[src/core/pud_pkg.sv]
// constants and types shared by the power-up defaults store
package pud_pkg;

  // ----------------------------------------------------------------
  // frame layout
  // ----------------------------------------------------------------
  localparam logic [7:0] SYNC_BYTE      = 8'hF8;
  localparam logic [7:0] CMD_WORDS      = 8'h01;
  localparam logic [7:0] CMD_CODE       = 8'h0E;
  localparam logic [7:0] READ_TAG       = 8'h00;
  localparam logic [7:0] PAD_BYTE       = 8'h00;
  localparam logic [7:0] KEY_LIVE_0     = 8'hBA;
  localparam logic [7:0] KEY_LIVE_1     = 8'h26;
  localparam logic [7:0] KEY_FACT_0     = 8'h82;
  localparam logic [7:0] KEY_FACT_1     = 8'hC7;
  localparam int         POS_SUM8       = 0;
  localparam int         POS_SYNC       = 1;
  localparam int         POS_WORDS      = 2;
  localparam int         POS_CODE       = 3;
  localparam int         POS_SUM16_LO   = 4;
  localparam int         POS_SUM16_HI   = 5;
  localparam int         POS_KEY0       = 6;
  localparam int         POS_KEY1       = 7;
  localparam int         LIVE_FLAG_BIT  = 7;
  localparam logic [7:0] BLOCK_MAX      = 8'h07;
  localparam logic [2:0] CMD_LAST       = 3'h7;
  localparam logic [5:0] RESP_SHORT_LAST = 6'h07;
  localparam logic [5:0] RESP_LONG_LAST = 6'h27;
  localparam logic [5:0] DATA_FIRST     = 6'h08;
  localparam logic [4:0] BLOCK_LAST     = 5'h1F;
  localparam logic [7:0] MAP_LAST       = 8'hFF;

  // ----------------------------------------------------------------
  // error codes
  // ----------------------------------------------------------------
  localparam logic [7:0] ERR_NONE       = 8'h00;
  localparam logic [7:0] ERR_FRAME      = 8'h01;
  localparam logic [7:0] ERR_CHECKSUM   = 8'h02;
  localparam logic [7:0] ERR_HEADER     = 8'h03;
  localparam logic [7:0] ERR_KEY        = 8'h04;
  localparam logic [7:0] ERR_BLOCK      = 8'h05;

  // ----------------------------------------------------------------
  // defaults map offsets and factory values
  // ----------------------------------------------------------------
  localparam logic [7:0]  OFS_FLEX_DIR     = 8'h04;
  localparam logic [7:0]  RST_FLEX_DIR     = 8'h00;
  localparam logic [7:0]  OFS_FLEX_LVL     = 8'h05;
  localparam logic [7:0]  RST_FLEX_LVL     = 8'hFF;
  localparam logic [7:0]  OFS_FLEX_ANA     = 8'h06;
  localparam logic [7:0]  RST_FLEX_ANA     = 8'h00;
  localparam logic [7:0]  OFS_EXT_DIR      = 8'h08;
  localparam logic [7:0]  RST_EXT_DIR      = 8'h00;
  localparam logic [7:0]  OFS_EXT_LVL      = 8'h09;
  localparam logic [7:0]  RST_EXT_LVL      = 8'hFF;
  localparam logic [7:0]  OFS_EXT_ANA      = 8'h0A;
  localparam logic [7:0]  RST_EXT_ANA      = 8'h00;
  localparam logic [7:0]  OFS_CTL_DIR      = 8'h0C;
  localparam logic [7:0]  RST_CTL_DIR      = 8'h00;
  localparam logic [7:0]  OFS_CTL_LVL      = 8'h0D;
  localparam logic [7:0]  RST_CTL_LVL      = 8'hFF;
  localparam logic [7:0]  OFS_UPD_MASK     = 8'h10;
  localparam logic [7:0]  RST_UPD_MASK     = 8'h00;
  localparam logic [7:0]  OFS_TIMER_COUNT  = 8'h11;
  localparam logic [7:0]  RST_TIMER_COUNT  = 8'h00;
  localparam logic [7:0]  OFS_CNT_ENABLE   = 8'h12;
  localparam logic [7:0]  RST_CNT_ENABLE   = 8'h00;
  localparam logic [7:0]  OFS_PIN_START    = 8'h13;
  localparam logic [7:0]  RST_PIN_START    = 8'h04;
  localparam logic [7:0]  OFS_OPTIONS      = 8'h14;
  localparam logic [7:0]  RST_OPTIONS      = 8'h00;
  localparam logic [7:0]  OFS_TCLK_SEL     = 8'h20;
  localparam logic [7:0]  RST_TCLK_SEL     = 8'h02;
  localparam logic [7:0]  OFS_TCLK_DIV     = 8'h21;
  localparam logic [7:0]  RST_TCLK_DIV     = 8'h00;
  localparam logic [7:0]  OFS_T0_MODE      = 8'h30;
  localparam logic [7:0]  RST_T0_MODE      = 8'h0A;
  localparam logic [7:0]  OFS_T0_LOW       = 8'h31;
  localparam logic [7:0]  RST_T0_LOW       = 8'h00;
  localparam logic [7:0]  OFS_T0_HIGH      = 8'h32;
  localparam logic [7:0]  RST_T0_HIGH      = 8'h00;
  localparam logic [7:0]  OFS_T1_MODE      = 8'h34;
  localparam logic [7:0]  RST_T1_MODE      = 8'h0A;
  localparam logic [7:0]  OFS_T1_LOW       = 8'h35;
  localparam logic [7:0]  RST_T1_LOW       = 8'h00;
  localparam logic [7:0]  OFS_T1_HIGH      = 8'h36;
  localparam logic [7:0]  RST_T1_HIGH      = 8'h00;
  localparam logic [7:0]  OFS_AOUT0        = 8'h50;
  localparam logic [15:0] RST_AOUT0        = 16'h0000;
  localparam logic [7:0]  OFS_AOUT1        = 8'h54;
  localparam logic [15:0] RST_AOUT1        = 16'h0000;
  localparam logic [7:0]  OFS_NEG_CH       = 8'h60;
  localparam logic [7:0]  OFS_NEG_CH_LAST  = 8'h6F;
  localparam logic [7:0]  RST_NEG_CH       = 8'h1F;
  localparam logic [7:0]  RST_UNUSED       = 8'h00;

  // ----------------------------------------------------------------
  // types
  // ----------------------------------------------------------------
  typedef enum logic [6:0] {
    ST_RECV  = 7'b0000001,
    ST_CHECK = 7'b0000010,
    ST_ADDR  = 7'b0000100,
    ST_WAIT  = 7'b0001000,
    ST_WRITE = 7'b0010000,
    ST_RESP  = 7'b0100000,
    ST_SEND  = 7'b1000000
  } pud_state_t;

  typedef enum logic [1:0] {
    OP_STORE_LIVE = 2'h0,
    OP_STORE_FACT = 2'h1,
    OP_READ_FLASH = 2'h2,
    OP_READ_LIVE  = 2'h3
  } pud_op_t;

endpackage

[src/core/pud_defaults_store.sv]
// command handler that stores and reads back the power-up defaults
module pud_defaults_store
  import pud_pkg::*;
(
  input  wire logic       i_clock,
  input  wire logic       i_nrst,
  input  wire logic       i_ce,
  input  wire logic       i_rx_valid,
  input  wire logic [7:0] i_rx_data,
  input  wire logic       i_rx_last,
  output logic            o_rx_ready,
  output logic            o_tx_valid,
  output logic      [7:0] o_tx_data,
  output logic            o_tx_last,
  input  wire logic       i_tx_ready,
  output logic            o_flash_req,
  output logic            o_flash_we,
  output logic      [7:0] o_flash_addr,
  output logic      [7:0] o_flash_wdata,
  input  wire logic       i_flash_ack,
  input  wire logic [7:0] i_flash_rdata,
  output logic      [7:0] o_live_addr,
  input  wire logic [7:0] i_live_data,
  output logic            o_busy
);
  import pud_pkg::*;

  // ----------------------------------------------------------------
  // state
  // ----------------------------------------------------------------
  pud_state_t        state, next_state;
  pud_op_t           op, next_op;
  logic [7:0][7:0]   cmd, next_cmd;
  logic [7:0]        idx, next_idx;
  logic [2:0]        map_block_select, next_map_block_select;
  logic              frame_err, next_frame_err;
  logic              resp_long, next_resp_long;
  logic [7:0]        err, next_err;
  logic [15:0]       dsum, next_dsum;
  logic [5:0]        tx_idx, next_tx_idx;
  logic              next_rx_ready, next_tx_valid, next_tx_last;
  logic [7:0]        next_tx_data;
  logic              next_flash_req, next_flash_we;
  logic [7:0]        next_flash_addr, next_flash_wdata, next_live_addr;
  logic              next_busy;
  logic [7:0]        resp_buf [32];
  logic              buf_we;
  logic [7:0]        buf_wdata;
  logic [7:0]        rom_data;
  logic [7:0]        header_sum_byte;
  logic [15:0]       payload_sum_word;
  logic [7:0]        hdr8;
  logic [15:0]       resp16;
  logic [5:0]        nb;
  logic [5:0]        last_idx;
  logic [7:0]        map_addr;
  logic [7:0]        src_data;
  logic              got;

  pud_factory_rom u_rom
  (
    .i_addr (o_live_addr),
    .o_data (rom_data)
  );

  // ----------------------------------------------------------------
  // frame sums
  // ----------------------------------------------------------------
  always_comb
  begin
    header_sum_byte  = 8'(cmd[POS_SYNC] + cmd[POS_WORDS] + cmd[POS_CODE]
                         + cmd[POS_SUM16_LO] + cmd[POS_SUM16_HI]);
    payload_sum_word = 16'({8'h00, cmd[POS_KEY0]} + {8'h00, cmd[POS_KEY1]});
    resp16   = 16'({8'h00, err} + (resp_long ? dsum : 16'h0000));
    hdr8     = 8'(SYNC_BYTE + CMD_WORDS + CMD_CODE + resp16[7:0] + resp16[15:8]);
    last_idx = resp_long ? RESP_LONG_LAST : RESP_SHORT_LAST;
    map_addr = resp_long ? {map_block_select, idx[4:0]} : idx;
    nb       = (state == ST_RESP) ? 6'h00 : 6'(tx_idx + 6'h01);
    case (op)
      OP_READ_FLASH: src_data = i_flash_rdata;
      OP_STORE_FACT: src_data = rom_data;
      default:       src_data = i_live_data;
    endcase
  end

  // ----------------------------------------------------------------
  // command sequencing
  // ----------------------------------------------------------------
  always_comb
  begin
    next_state            = state;
    next_op               = op;
    next_cmd              = cmd;
    next_idx              = idx;
    next_map_block_select = map_block_select;
    next_frame_err        = frame_err;
    next_resp_long        = resp_long;
    next_err              = err;
    next_dsum             = dsum;
    next_tx_idx           = tx_idx;
    next_rx_ready         = o_rx_ready;
    next_tx_valid         = o_tx_valid;
    next_tx_data          = o_tx_data;
    next_tx_last          = o_tx_last;
    next_flash_req        = o_flash_req;
    next_flash_we         = o_flash_we;
    next_flash_addr       = o_flash_addr;
    next_flash_wdata      = o_flash_wdata;
    next_live_addr        = o_live_addr;
    buf_we                = 1'b0;
    buf_wdata             = src_data;
    got                   = (op != OP_READ_FLASH) || i_flash_ack;
    unique case (state)
      ST_RECV:
        if (i_rx_valid && o_rx_ready)
        begin
          next_cmd[idx[2:0]] = i_rx_data;
          if (idx[2:0] == CMD_LAST || i_rx_last)
          begin
            next_frame_err = !(idx[2:0] == CMD_LAST && i_rx_last);
            next_rx_ready  = 1'b0;
            next_state     = ST_CHECK;
          end
          else
            next_idx = 8'(idx + 8'h01);
        end
      ST_CHECK:
      begin
        next_idx       = 8'h00;
        next_dsum      = 16'h0000;
        next_err       = ERR_NONE;
        next_resp_long = !frame_err && (cmd[POS_KEY0] == READ_TAG);
        next_state     = ST_RESP;
        if (frame_err)
          next_err = ERR_FRAME;
        else if (cmd[POS_SYNC] != SYNC_BYTE || cmd[POS_WORDS] != CMD_WORDS
                 || cmd[POS_CODE] != CMD_CODE)
          next_err = ERR_HEADER;
        else if (header_sum_byte != cmd[POS_SUM8]
                 || payload_sum_word != {cmd[POS_SUM16_HI], cmd[POS_SUM16_LO]})
          next_err = ERR_CHECKSUM;
        else if (cmd[POS_KEY0] == READ_TAG)
        begin
          if ({1'b0, cmd[POS_KEY1][6:0]} > BLOCK_MAX)
            next_err = ERR_BLOCK;
          else
          begin
            next_map_block_select = cmd[POS_KEY1][2:0];
            next_op = cmd[POS_KEY1][LIVE_FLAG_BIT] ? OP_READ_LIVE : OP_READ_FLASH;
            next_state = ST_ADDR;
          end
        end
        else if (cmd[POS_KEY0] == KEY_LIVE_0 && cmd[POS_KEY1] == KEY_LIVE_1)
        begin
          next_op    = OP_STORE_LIVE;
          next_state = ST_ADDR;
        end
        else if (cmd[POS_KEY0] == KEY_FACT_0 && cmd[POS_KEY1] == KEY_FACT_1)
        begin
          next_op    = OP_STORE_FACT;
          next_state = ST_ADDR;
        end
        else
          next_err = ERR_KEY;
      end
      ST_ADDR:
      begin
        next_live_addr = map_addr;
        if (op == OP_READ_FLASH)
        begin
          next_flash_req  = 1'b1;
          next_flash_we   = 1'b0;
          next_flash_addr = map_addr;
        end
        next_state = ST_WAIT;
      end
      ST_WAIT:
        if (got)
        begin
          next_flash_req = 1'b0;
          if (resp_long)
          begin
            buf_we    = 1'b1;
            next_dsum = 16'(dsum + {8'h00, src_data});
            if (idx[4:0] == BLOCK_LAST)
              next_state = ST_RESP;
            else
            begin
              next_idx   = 8'(idx + 8'h01);
              next_state = ST_ADDR;
            end
          end
          else
          begin
            next_flash_req   = 1'b1;
            next_flash_we    = 1'b1;
            next_flash_addr  = idx;
            next_flash_wdata = src_data;
            next_state       = ST_WRITE;
          end
        end
      ST_WRITE:
        if (i_flash_ack)
        begin
          next_flash_req = 1'b0;
          next_flash_we  = 1'b0;
          if (idx == MAP_LAST)
            next_state = ST_RESP;
          else
          begin
            next_idx   = 8'(idx + 8'h01);
            next_state = ST_ADDR;
          end
        end
      ST_RESP:
      begin
        next_tx_valid = 1'b1;
        next_tx_idx   = 6'h00;
        next_tx_last  = 1'b0;
        next_state    = ST_SEND;
      end
      ST_SEND:
        if (i_tx_ready)
        begin
          if (o_tx_last)
          begin
            next_tx_valid = 1'b0;
            next_tx_last  = 1'b0;
            next_rx_ready = 1'b1;
            next_idx      = 8'h00;
            next_state    = ST_RECV;
          end
          else
          begin
            next_tx_idx  = nb;
            next_tx_last = (nb == last_idx);
          end
        end
    endcase
    if ((state == ST_RESP) || (state == ST_SEND && i_tx_ready && !o_tx_last))
      case (nb)
        6'h00:   next_tx_data = hdr8;
        6'h01:   next_tx_data = SYNC_BYTE;
        6'h02:   next_tx_data = CMD_WORDS;
        6'h03:   next_tx_data = CMD_CODE;
        6'h04:   next_tx_data = resp16[7:0];
        6'h05:   next_tx_data = resp16[15:8];
        6'h06:   next_tx_data = err;
        6'h07:   next_tx_data = PAD_BYTE;
        default: next_tx_data = (err == ERR_NONE) ? resp_buf[5'(nb - DATA_FIRST)] : PAD_BYTE;
      endcase
    next_busy = (next_state != ST_RECV);
  end

  always_ff @(posedge i_clock or negedge i_nrst)
  begin
    if (!i_nrst)
    begin
      state            <= ST_RECV;
      op               <= OP_STORE_LIVE;
      cmd              <= '0;
      idx              <= 8'h00;
      map_block_select <= 3'h0;
      frame_err        <= 1'b0;
      resp_long        <= 1'b0;
      err              <= ERR_NONE;
      dsum             <= 16'h0000;
      tx_idx           <= 6'h00;
      o_rx_ready       <= 1'b1;
      o_tx_valid       <= 1'b0;
      o_tx_data        <= 8'h00;
      o_tx_last        <= 1'b0;
      o_flash_req      <= 1'b0;
      o_flash_we       <= 1'b0;
      o_flash_addr     <= 8'h00;
      o_flash_wdata    <= 8'h00;
      o_live_addr      <= 8'h00;
      o_busy           <= 1'b0;
    end
    else if (i_ce)
    begin
      state            <= next_state;
      op               <= next_op;
      cmd              <= next_cmd;
      idx              <= next_idx;
      map_block_select <= next_map_block_select;
      frame_err        <= next_frame_err;
      resp_long        <= next_resp_long;
      err              <= next_err;
      dsum             <= next_dsum;
      tx_idx           <= next_tx_idx;
      o_rx_ready       <= next_rx_ready;
      o_tx_valid       <= next_tx_valid;
      o_tx_data        <= next_tx_data;
      o_tx_last        <= next_tx_last;
      o_flash_req      <= next_flash_req;
      o_flash_we       <= next_flash_we;
      o_flash_addr     <= next_flash_addr;
      o_flash_wdata    <= next_flash_wdata;
      o_live_addr      <= next_live_addr;
      o_busy           <= next_busy;
    end
  end

  // block buffer, no reset needed
  always_ff @(posedge i_clock)
  begin
    if (i_ce && buf_we)
      resp_buf[idx[4:0]] <= buf_wdata;
  end

  // ----------------------------------------------------------------
  // checks
  // ----------------------------------------------------------------
  AST_LIVE_KEY: assert property (@(posedge i_clock) disable iff (!i_nrst)
    (i_ce && state == ST_CHECK && !frame_err && cmd[POS_KEY0] == KEY_LIVE_0
     && cmd[POS_KEY1] == KEY_LIVE_1 && header_sum_byte == cmd[POS_SUM8]
     && cmd[POS_SYNC] == SYNC_BYTE && cmd[POS_WORDS] == CMD_WORDS
     && cmd[POS_CODE] == CMD_CODE
     && payload_sum_word == {cmd[POS_SUM16_HI], cmd[POS_SUM16_LO]})
    |=> (op == OP_STORE_LIVE && state == ST_ADDR))
    else $error("live store keys not acted on");
  AST_FACT_DATA: assert property (@(posedge i_clock) disable iff (!i_nrst)
    (o_flash_req && o_flash_we && op == OP_STORE_FACT) |-> (o_flash_wdata == rom_data))
    else $error("factory store wrote a wrong byte");
  AST_RESP_HDR: assert property (@(posedge i_clock) disable iff (!i_nrst)
    (o_tx_valid && tx_idx == 6'h03) |-> (o_tx_data == CMD_CODE))
    else $error("answer byte 3 wrong");
  AST_RESP_SYNC: assert property (@(posedge i_clock) disable iff (!i_nrst)
    (o_tx_valid && tx_idx == 6'h01) |-> (o_tx_data == SYNC_BYTE))
    else $error("answer byte 1 wrong");
  AST_RESP_LEN: assert property (@(posedge i_clock) disable iff (!i_nrst)
    (o_tx_valid && o_tx_last) |-> (tx_idx == (resp_long ? RESP_LONG_LAST : RESP_SHORT_LAST)))
    else $error("answer length wrong");
  AST_BLOCK_ADDR: assert property (@(posedge i_clock) disable iff (!i_nrst)
    (o_flash_req && !o_flash_we) |-> (op == OP_READ_FLASH
     && o_flash_addr[7:5] == map_block_select))
    else $error("flash read outside selected block");
  AST_BAD_SUM: assert property (@(posedge i_clock) disable iff (!i_nrst)
    (i_ce && state == ST_CHECK && header_sum_byte != cmd[POS_SUM8])
    |=> (err != ERR_NONE && state == ST_RESP))
    else $error("checksum mismatch not rejected");
  AST_HDR_SUM: assert property (@(posedge i_clock) disable iff (!i_nrst)
    (o_tx_valid && tx_idx == 6'h00) |-> (o_tx_data == hdr8))
    else $error("answer byte 0 wrong");

endmodule // pud_defaults_store

[src/core/pud_factory_rom.sv]
// factory values of the start-up defaults map, by byte address
module pud_factory_rom
  import pud_pkg::*;
(
  input  wire logic [7:0] i_addr,
  output logic      [7:0] o_data
);

  // ----------------------------------------------------------------
  // lookup
  // ----------------------------------------------------------------
  always_comb
  begin
    o_data = RST_UNUSED;
    if (i_addr >= OFS_NEG_CH && i_addr <= OFS_NEG_CH_LAST)
      o_data = RST_NEG_CH;
    else
      case (i_addr)
        OFS_FLEX_DIR:          o_data = RST_FLEX_DIR;
        OFS_FLEX_LVL:          o_data = RST_FLEX_LVL;
        OFS_FLEX_ANA:          o_data = RST_FLEX_ANA;
        OFS_EXT_DIR:           o_data = RST_EXT_DIR;
        OFS_EXT_LVL:           o_data = RST_EXT_LVL;
        OFS_EXT_ANA:           o_data = RST_EXT_ANA;
        OFS_CTL_DIR:           o_data = RST_CTL_DIR;
        OFS_CTL_LVL:           o_data = RST_CTL_LVL;
        OFS_UPD_MASK:          o_data = RST_UPD_MASK;
        OFS_TIMER_COUNT:       o_data = RST_TIMER_COUNT;
        OFS_CNT_ENABLE:        o_data = RST_CNT_ENABLE;
        OFS_PIN_START:         o_data = RST_PIN_START;
        OFS_OPTIONS:           o_data = RST_OPTIONS;
        OFS_TCLK_SEL:          o_data = RST_TCLK_SEL;
        OFS_TCLK_DIV:          o_data = RST_TCLK_DIV;
        OFS_T0_MODE:           o_data = RST_T0_MODE;
        OFS_T0_LOW:            o_data = RST_T0_LOW;
        OFS_T0_HIGH:           o_data = RST_T0_HIGH;
        OFS_T1_MODE:           o_data = RST_T1_MODE;
        OFS_T1_LOW:            o_data = RST_T1_LOW;
        OFS_T1_HIGH:           o_data = RST_T1_HIGH;
        OFS_AOUT0:             o_data = RST_AOUT0[7:0];
        8'(OFS_AOUT0 + 8'h01): o_data = RST_AOUT0[15:8];
        OFS_AOUT1:             o_data = RST_AOUT1[7:0];
        8'(OFS_AOUT1 + 8'h01): o_data = RST_AOUT1[15:8];
        default:               o_data = RST_UNUSED;
      endcase
  end

endmodule // pud_factory_rom

[config.mk]
export PLATFORM = sky130hd
export DESIGN_NAME = pud_defaults_store
export DESIGN_NICKNAME = d
export VERILOG_FILES = /design/src/core/pud_pkg.sv /design/src/core/pud_defaults_store.sv /design/src/core/pud_factory_rom.sv
export SDC_FILE = /design/constraint.sdc
export NUM_CORES = 1
export LEC_CHECK = 0
export CAP_MARGIN = 5
export CORE_MARGIN = 5
export CORE_UTILIZATION = 68
export CTS_CLUSTER_SIZE = 10
export DETAILED_ROUTE_END_ITERATION = 7
export DONT_BUFFER_PORTS = 1
export HOLD_SLACK_MARGIN = 0.12
export MAX_ROUTING_LAYER = met4
export PLACE_DENSITY_LB_ADDON = 0.12
export REMOVE_ABC_BUFFERS = 1
export SLEW_MARGIN = 20
export SYNTH_ARGS = -nofsm -noshare
export SYNTH_HDL_FRONTEND = slang
export SYNTH_SLANG_ARGS = --single-unit
[constraint.sdc]
create_clock -name i_clock -period 6.6 [get_ports i_clock]
set_input_delay 0 -clock i_clock [delete_from_list [all_inputs] [get_ports i_clock]]
set_output_delay 0 -clock i_clock [all_outputs]
set_load 0.05 [all_outputs]
======== Word-level counts from Yosys, hierarchy flattened ========
Memory sizes are Yosys's and may differ from the RTL's.
Index checks and enable logic that the tools add are counted.
operators by class
  reduce and logical (&&, ||, !) cells .... 48
  equal/unequal tests ..................... 52
  $add $sub $neg .......................... 12
  muxes and demuxes ....................... 86
  $lt $le $gt $ge ......................... 5
  bitwise gates (word level) .............. 5
operator list
  operator                                              number
  2-to-1 mux 8 bit                                      20
  2-to-1 mux 7 bit                                      11
  bitwise mux 64 bit                                    1
  case mux 8 bit (8 select lines)                       1
  2-to-1 mux 6 bit                                      9
  case mux 7 bit (7 select lines)                       1
  2-to-1 mux 16 bit                                     3
  adder 8 bit                                           5
  case mux 8 bit (5 select lines)                       1
  equality test 8 x 6 -> 1 bit (second input constant)  4
  equality test 8 bit (second input constant)           4
  case mux 16 bit (2 select lines)                      1
  case mux 8 bit (2 select lines)                       2
  case mux 8 bit (4 select lines)                       1
  != test 2 bit (second input constant)                 15
  demux 8 bit (select 3 bit)                            1
  equality test 6 x 3 -> 1 bit (second input constant)  4
  2-to-1 mux 1 bit                                      21
  AND reduction 4 bit                                   5
  adder 16 x 8 -> 16 bit                                1
  adder 8 x 16 -> 16 bit                                1
  equality test 8 x 4 -> 1 bit (second input constant)  2
  zero test 8 bit                                       2
  != test 9 x 16 -> 1 bit                               1
  52 further kinds                                      91
word-level totals
  memories ................................ 1
  input bits .............................. 31
  output and inout bits ................... 38
  RAM bits ................................ 256
  register bits ........................... 154
memory list
  name      words  bits a word  read ports  clocked after Yosys merged registers in  wr ports  RTL line                  RTL
  resp_buf  32     8            1           0                                        1         pud_defaults_store.sv:46  logic [7:0] resp_buf [32];

======== Logic depth before layout (Yosys ltp) ========
Gate-level depths: netlist of the first run.
  depth after elaboration ................. 11
  gate-level depth with buffers ........... 20
  gate-level depth less buffers ........... 18

======== Cells and area by module ========
Synthesis of the first run repeated with hierarchy kept, for this count alone.
unflattened totals
  cell total of the unflattened synthesis .. 1677
  area, all modules ....................... 20266.9 um^2
modules (own cells, without submodules)
  module              seq. area each (um^2)  area an instance (um^2)  instances  cells each
  pud_defaults_store  11418.5                20123.0                  1          1657
  pud_factory_rom     0.0                    143.9                    1          20

======== Worst setup path before layout of the first run ========
OpenSTA, ideal clock, no wires.
  path type ............................... register to register
  start point ............................. register o_live_addr[7]
  end point ............................... register dsum[10]
  period minus slack after synthesis ...... 4.792 ns
  buffers on the path ..................... 0
  path slack .............................. 1.808 ns
  arrival ................................. 4.661 ns
  cell stages (with the launch flop) ...... 16
  library setup time ...................... 0.132 ns
  cell sequence ........................... dfrtp_1 -> or4b_1 -> nor4_1 -> o21bai_1 -> a211oi_1 -> a21oi_1 -> ha_1 -> inv_1 -> fa_1 -> nor2b_1 -> o21ai_0 -> a21oi_1 -> o21ai_0 -> a211oi_1 -> xnor2_1 -> nor2_1
on the way
  cells in the longest elaborated chain, start to end .. 9
ends and longest elaborated chain
  what                                                                       RTL line                   RTL
  start, declared                                                            pud_defaults_store.sv:22   output logic [7:0] o_live_addr,
  start signal, assigned                                                     pud_defaults_store.sv:300  o_live_addr <= next_live_addr;
  equality test 8 x 3 -> 1 bit (tied with other cells)                       pud_factory_rom.sv:18      case (i_addr)
  OR reduction 3 bit (no source line) or OR reduction 2 bit (tied branches)  --
  case mux 8 bit (4 select lines)                                            pud_factory_rom.sv:18
  2-to-1 mux 8 bit *                                                         pud_factory_rom.sv:15      if (i_addr >= OFS_NEG_CH && i_addr <= OFS_NEG_CH_LAST)
  case mux 8 bit (2 select lines) *                                          pud_defaults_store.sv:79   case (op)
  via buf_wdata[0]                                                           pud_defaults_store.sv:48   logic [7:0] buf_wdata;
  adder 16 x 8 -> 16 bit *                                                   pud_defaults_store.sv:184  next_dsum = 16'(dsum + {8'h00, src_data});
  2-to-1 mux 16 bit *                                                        pud_defaults_store.sv:181  if (resp_long)
  2-to-1 mux 16 bit *                                                        pud_defaults_store.sv:178  if (got)
  case mux 16 bit (2 select lines) *                                         pud_defaults_store.sv:113  unique case (state)
  end signal, assigned                                                       pud_defaults_store.sv:290  dsum <= next_dsum;
  end, declared                                                              pud_defaults_store.sv:39   logic [15:0] dsum, next_dsum;
The timed path passes the listed nets; every way through them passes the cells marked *. The select of a mux whose other input is x is not followed.
A chain may end at the register's enable or synchronous reset.

======== Worst setup path in the final report of the first run ========
  start point ............................. register cmd[9] (netlist name)
  end point ............................... register map_block_select[1]
on the way
  cells in the longest elaborated chain, start to end .. 8
ends and longest elaborated chain
  what                                    RTL line                   RTL
  start, declared                         pud_defaults_store.sv:33   logic [7:0][7:0] cmd, next_cmd;
  start signal, assigned                  pud_defaults_store.sv:284  cmd <= next_cmd;
  adder 8 bit (2 in series)               pud_defaults_store.sv:71   header_sum_byte = 8'(cmd[POS_SYNC] + cmd[POS_WORDS] + cmd[POS_CODE]
  adder 8 bit (2 in series)               pud_defaults_store.sv:72   + cmd[POS_SUM16_LO] + cmd[POS_SUM16_HI]);
  != test 8 bit                           pud_defaults_store.sv:139  else if (header_sum_byte != cmd[POS_SUM8]
  logical OR 1 bit                        pud_defaults_store.sv:140  || payload_sum_word != {cmd[POS_SUM16_HI], cmd[POS_SUM16_LO]})
  inverter 1 bit (no source line)         --
  AND reduction 7 bit (no source line) *  --
  end signal, assigned                    pud_defaults_store.sv:286  map_block_select <= next_map_block_select;
  end, declared                           pud_defaults_store.sv:35   logic [2:0] map_block_select, next_map_block_select;
Mark *: on every way between the ends. The rest lies on a longest branch, timed or not.

==> results of run 1 <==
## metal layers
layer	share of wire, %	vias to the layer above	track usage, %
met5	0	-	-
met4	3.7	0	10.2
met3	10	140	7.10
met2	48	828	54.3
met1	38	7171	44.9
li1	-	6409	-
## critical path, cell delays in order (launching register included)
cell	delay, ns
dfrtp_1	0.41
fa_1	0.57
fa_1	0.44
fa_1	0.50
ha_1	0.18
inv_1	0.07
fa_1	0.46
nand2b_1	0.19
a211oi_1	0.32
or2_2	0.20
nor3b_1	0.05
a311oi_1	0.63
nand4_1	0.35
mux2_2	0.36
## metrics by stage
step	setup slack (ns)	std cells	util (%)	hold WS [ns]
2_1_floorplan	0.589	1599	-	-0.296
3_3_place_gp	1.91	2009	70.0	-0.293
3_5_place_dp	1.75	2009	70.0	-0.293
4_1_cts	1.75	2122	75.7	0.166
5_1_grt	1.32	2124	75.7	0.177
6_report	1.75	2125	75.7	0.175
## path summary, 6_finish.rpt
path                                   from             endpoint  slack (ns)
setup / recovery                     cmd[9]  map_block_select[1]        1.75
hold / removal                       i_nrst              cmd[44]        0.18
setup reg to reg                     cmd[9]  map_block_select[1]        1.75
hold reg to reg                     dsum[2]              dsum[2]        0.51
max in group asynchronous            i_nrst     o_flash_wdata[4]        5.88
min in group i_clock       i_flash_rdata[3]       resp_buf[4][3]        0.18
## cells in the final DEF, fill, tap and decap left out, drive strengths merged, types with 31 or more instances in the layout
cell and count:
edfxtp 256, dfrtp 147, nand2 132, mux2 112
nor2 112, a21oi 81, clkbuf 81, o21ai 77
o22ai 63, inv 53, ha 49, xnor2 38
mux2i 34, nor3 32, nand2b 31
## final cells by class
type	instances	area, sq um	share of cell area, %
flip-flops and latches	405	11400	50.9
multi-input cells	1142	8490	37.8
clock buffers	81	1310	5.85
well taps	390	488	2.17
repair buffers	47	438	1.95
inverters	52	195	0.870
clock inverters	5	91.3	0.407
diodes	3	7.51	0.0334
## sequential cells by signal, indices dropped and copies added (netlist names)
signal            count
o_live_addr           8
cmd                  64
map_block_select      3
resp_buf            256
o_flash_addr          8
err                   3
o_tx_data             8
tx_idx                6
o_busy                1
op                    2
o_flash_wdata         8
idx                   8
state                 7
o_flash_we            1
dsum                 16
o_tx_last             1
resp_long             1
frame_err             1
o_flash_req           1
o_tx_valid            1
o_rx_ready            1
## cell families (layout without fill, tap and decap cells)
logic type,Yosys count,count (layout),synth area share (%)
AOI/OAI and AO/OA,390,390,12.9
xor gates and xnor gates,63,63,2.77
adders and majority gates,73,73,5.36
buffers and inverters,131,185,2.81
DFF,405,405,55.9
muxes,150,150,8.30
other,0,3,0
and+or+nand+nor,466,466,11.9
## power by group through the flow
stage               sequential (mW)  combinational, mW  clock [mW]
floorplan                      3.32               1.16           0
global placement               3.39               1.58           0
detailed placement             3.39               1.61           0
CTS                            3.34               1.68        2.39
global route                   3.37               1.87        2.52
finish                         3.35               1.70        2.39
## repair_timing
| item | CTS | global route |
|---|---|---|
| setup buffers | 0 | 0 |
| hold endpoints to repair | 494 | 0 |
| hold buffers | 27 | 0 |
| endpoints found under the setup margin | 0 | 0 |
| resized for setup | 0 | 0 |
==> reports/results.ini, run 1 <==
[die]
fp-row-count=63
die_y_microns=183
io_pins=69
coreArea_sq_mm=0.0296
fp.dieW_microns=183
initial_core_util_pct=68.9
dieArea_sq_mm=0.0336

[timing]
slew-limit-headroom_pct=31.4
final-hold-violation-count=0
fin_tns_setup_ns=0
rsz0062_at_grt=false
setup_viol=0
worst_pin_slew_ns=1.03
fin_worst_skew_ns=0.0225
period_share_pct=73.5
timing.fmax_mhz=206
finalMaxSlewViolations=0
fin_crit_ns=4.85

[power]
netSwitchingPower_mw=2.60
p_leak_nw=8.51
p_int_mw=4.84
pwr-share-seq_pct=45.1
irDropWorstVdd_mv=0.294
swShare_pct=35.0
clockPowerShare_pct=32.1
p_per_area_mw_per_mm2=331
p_comb_share_pct=22.8
total_power_mw=7.44

[route]
vias_per_cell=6.85
drtIter0Drc=1587
first_pass_iters=6
route.detailed.drc=0
drtAntennaViolNets=0
wl_mm=55.3
dr_total_vias=14500
post_drt_wl_per_cell_microns=26.0

[synth]
synth_edf_count=256
synthArstFlopShare_pct=36.8
synthCells=1678
yosys_warnings=0
ys_ff_latch=405
yosysSeqAreaShare_pct=55.9
synth_area_leaders=edfxtp_1 38%, dfrtp_1 18%, mux2_2 6.1%, ha_1 3.0%, nand2_1 2.4%
synth_common_cells=256 x edfxtp_1, 147 x dfrtp_1, 132 x nand2_1
synth_ff_type=edfxtp_1
synth_cell_types=103
syn_avg_cell_area_sq_um=12.2
yosysTopAreaCellShare_pct=37.7
synth.largest_area_cell=edfxtp_1
yosysMostFrequentCell=edfxtp_1
netlist_area_sq_mm=0.0204

[cts]
path_clk_slew_ns=0.06
cts-root-buf=clkbuf_16
clock_sinks=405
cts_tree=done
insertion_delay_ns=0.58
cts_max_level=2
clockBufferDepth=3
cts_buffers=47

[cells_and_area]
drive_gt1_share_pct=13.6
fillCellCount=1897
syn_to_final_growth_pct=9.94
nNetsFinal=1799
stdcell_area_sq_mm=0.0224

[worst_setup_path]
critical_path_arrival_ns=5.29
cp_max_fo=6
critPathKind=reg -> reg
critPathRequiredTime_ns=7.04
start_kind=register
r2r_cells=13
end_kind=register

[global_route]
grt_max_degree=150
grt_usage_pct=34.1
antenna_found_initial=2
overflow=0
grt_pass1_wl_mm=85.8
grt_pass1_vias=14400

[run_status]
status=complete, no violations

[placement]
dpl.hpwl_mm=36.8
dpl_cell_area_sq_mm=0.0207
place.gp.congestion=0.993
numPortBuffers=0

[flow_run]
maxCapViolCount=0

[hold_path]
hold_path.class=in -> async

(Power assumes the default switching activity.)
==> run 2, diff against run 1 <==
--- a/config.mk
+++ b/config.mk
@@ -5,9 +5,10 @@
 export SDC_FILE = /design/constraint.sdc
 export NUM_CORES = 1
 export LEC_CHECK = 0
+export ABC_AREA = 1
 export CAP_MARGIN = 5
 export CORE_MARGIN = 5
-export CORE_UTILIZATION = 68
+export CORE_UTILIZATION = 58
 export CTS_CLUSTER_SIZE = 10
 export DETAILED_ROUTE_END_ITERATION = 7
 export DONT_BUFFER_PORTS = 1
==> constraint.sdc (replaced) <==
create_clock -name i_clock -period 4.24 [get_ports i_clock]
set_input_delay 0 -clock i_clock [delete_from_list [all_inputs] [get_ports i_clock]]
set_output_delay 0 -clock i_clock [all_outputs]
set_load 0.05 [all_outputs]
==> run 2 against run 1 <==
Sequential share of layout area grew 0.57 points; synthesized area shrank 3.5%; critical path type unchanged; the run now ends with negative hold slack, negative setup slack left; hold slack worse by 0.19 ns; combinational power increased to 3.2 times the previous value; via count grew 2.5%; total power is 95% higher.
==> reports/results.ini, run 2 <==
[route]
vias_per_cell=6.03
wl_mm=52.5
top_layer=met4
route.detailed.drc=0
drtIter0Drc=1322
dr_total_vias=14900
met1_length_mm=22.0
post_drt_wl_per_cell_microns=21.2
wl_met2_mm=24.7
first_pass_iters=6
drtAntennaViolNets=0
met3_wirelength_mm=4.07

[worst_setup_path]
path_delay_family=adder cells
critPathRequiredTime_ns=4.69
rrSetupSlack_ns=-0.11
cp_max_fo=6
start_kind=register
critPathKind=reg -> reg
crit_buf_inv=2
max_stage_delay_ns=0.57
slowest_stage=fa_1
cp_common_cell=fa_1
end_kind=register
cp_cell_sequence=fa_1 -> fa_1 -> fa_1 -> ha_2 -> inv_2 -> fa_1 -> nor2_1 -> a21oi_1 -> and2_1 -> nand2_1 -> nor2_1 -> nand2_1 -> nor2_2 -> nand4_1 -> nor2_1 -> nand4_1 -> buf_4 -> nor3b_4 -> nand2_2 -> nand2_1 -> o21ai_1
critical_path_arrival_ns=4.80

[power]
irDropWorstVdd_mv=0.441
total_power_mw=14.5
p_per_area_mw_per_mm2=655
p_leak_nw=9.08

[synth]
ys_ff_latch=405
yosysMostFrequentCell=nand2_1
synth_area_leaders=edfxtp_1 39%, dfrtp_1 19%, nand2_1 6.5%, o21ai_0 4.1%, inv_1 3.8%
synth_common_cells=342 x nand2_1, 256 x edfxtp_1, 199 x inv_1
syn_avg_cell_area_sq_um=10.2
synth_ff_type=edfxtp_1
synthCells=1923
synth_edf_count=256
netlist_area_sq_mm=0.0197
synth.largest_area_cell=edfxtp_1
yosysTopAreaCellShare_pct=39.0
yosysSeqAreaShare_pct=58.0
synthArstFlopShare_pct=36.8
yosys_warnings=0
synth_cell_types=68

[timing]
fin_tns_setup_ns=-0.439
worst_pin_slew_ns=0.887
setup_viol=8
fin_crit_ns=4.35
slew-limit-headroom_pct=40.8
period_share_pct=103
fin_worst_skew_ns=0.0207
setup_slack_ns=-0.108
fin_hold_ws_ns=-0.0126
finalMaxSlewViolations=0
rsz0062_at_grt=true
timing.fmax_mhz=230
final-hold-violation-count=4

[die]
fp.dieW_microns=194
die_y_microns=194
fp-row-count=67
dieArea_sq_mm=0.0377
initial_core_util_pct=58.7
coreArea_sq_mm=0.0335
io_pins=69

[cts]
cts_buffers=47
path_clk_slew_ns=0.05
cts_tree=done
insertion_delay_ns=0.57
cts-root-buf=clkbuf_16
cts_max_level=2
clock_sinks=405
clockBufferDepth=3

[hold_path]
hold_path.class=in -> async

[cells_and_area]
ff_latch_area_sq_mm=0.0114
diodes=0
multi_input_area_sq_mm=0.00735
instances_no_fill=2475
mostFrequentLayoutCells=336 x nand2_1, 256 x edfxtp_1, 197 x inv_1
syn_to_final_growth_pct=12.7
nNetsFinal=2096
largest_reg_flops=256
final_common_cell=nand2_1
fillCellCount=2604
fin_util_pct=66.2
stdcell_area_sq_mm=0.0222
drive_gt1_share_pct=10.4

[global_route]
overflow=0
grt_usage_pct=28.4
grt_pass1_vias=14700
grt_max_degree=150
antenna_found_initial=0
grt_pass1_wl_mm=82.2

[placement]
dpl_cell_area_sq_mm=0.0203
place.gp.congestion=0.973
dp.cells=2361
numPortBuffers=0
dpl.hpwl_mm=36.3

[flow_run]
maxCapViolCount=0

[run_status]
status=finished with violations
violations=negative hold slack, negative setup slack

## run 2: cell count changes in the layout (fill, tap and decap cells not counted), moves of 24 or more
cell | previous run | this run
nand2_1 | 132 | 336
inv_1 | 51 | 197
mux2_2 | 111 | 4
o21ai_0 | 67 | 154
o22ai_1 | 63 | 117
nand3_1 | 28 | 77
nor2_1 | 109 | 150
mux2i_1 | 33 | 0
nand2b_1 | 31 | 0
buf_4 | 20 | 47
xnor2_1 | 38 | 14
## run 2: stage by stage
| step | setup slack [ns] | hold slack, ns |
|---|---|---|
| after global routing | -0.378 | 0.125 |
| after detailed placement | -0.147 | -0.291 |
| after global placement | -0.0179 | -0.292 |
| after floorplan | 0.139 | -0.296 |
| after CTS | -0.0607 | 0.124 |
| final | -0.108 | -0.0126 |
## run 2: worst paths after layout
path,startpoint,end,cells past startpoint
min in group i_clock,i_flash_rdata[1],o_flash_wdata[1],4
hold reg to reg,cmd[46],cmd[46],2
setup reg to reg,cmd[25],map_block_select[1],21
max in group asynchronous,i_nrst,cmd[5],2
hold / removal,i_nrst,dsum[15],2
setup / recovery,cmd[25],map_block_select[1],21
## run 2: cells by family after synthesis
| family | count (synthesis) | share of synthesized area [%] |
|---|---|---|
| compound gates | 415 | 12.3 |
| xor+xnor | 34 | 1.61 |
| fa+ha+maj | 73 | 5.55 |
| buf+inv | 274 | 5.70 |
| flops | 405 | 58.0 |
| mux | 4 | 0.229 |
| simple gates | 718 | 16.6 |
## run 2: cell type report
class	instances	area share, %
timing repair buffer	73	2.84
sequential	405	51.5
clock inverter	4	0.271
inverter	221	3.76
tap	448	2.53
clock buffer	80	6.04
multi-input combinational	1244	33.1
## run 2: metal layers
| layer | vias to the layer above | GRT usage, % |
|---|---|---|
| li1 | 6891 | - |
| met1 | 7290 | 37.7 |
| met2 | 599 | 44.4 |
| met3 | 135 | 5.68 |
| met4 | 0 | 9.51 |
| met5 | - | - |
## run 2: repair_timing
action	CTS	global route
resized for setup	6	37
setup buffers	2	2
hold buffers	27	0
setup endpoints to repair	9	17
pin swaps	7	12
endpoints found under the hold margin	299	0
## run 2: report_power, final
| group | total [mW] | internal [mW] | switching, mW |
|---|---|---|---|
| Combinational | 5.49 | 1.59 | 3.90 |
| Clock | 3.71 | 2.15 | 1.56 |
| Sequential | 5.33 | 4.73 | 0.603 |
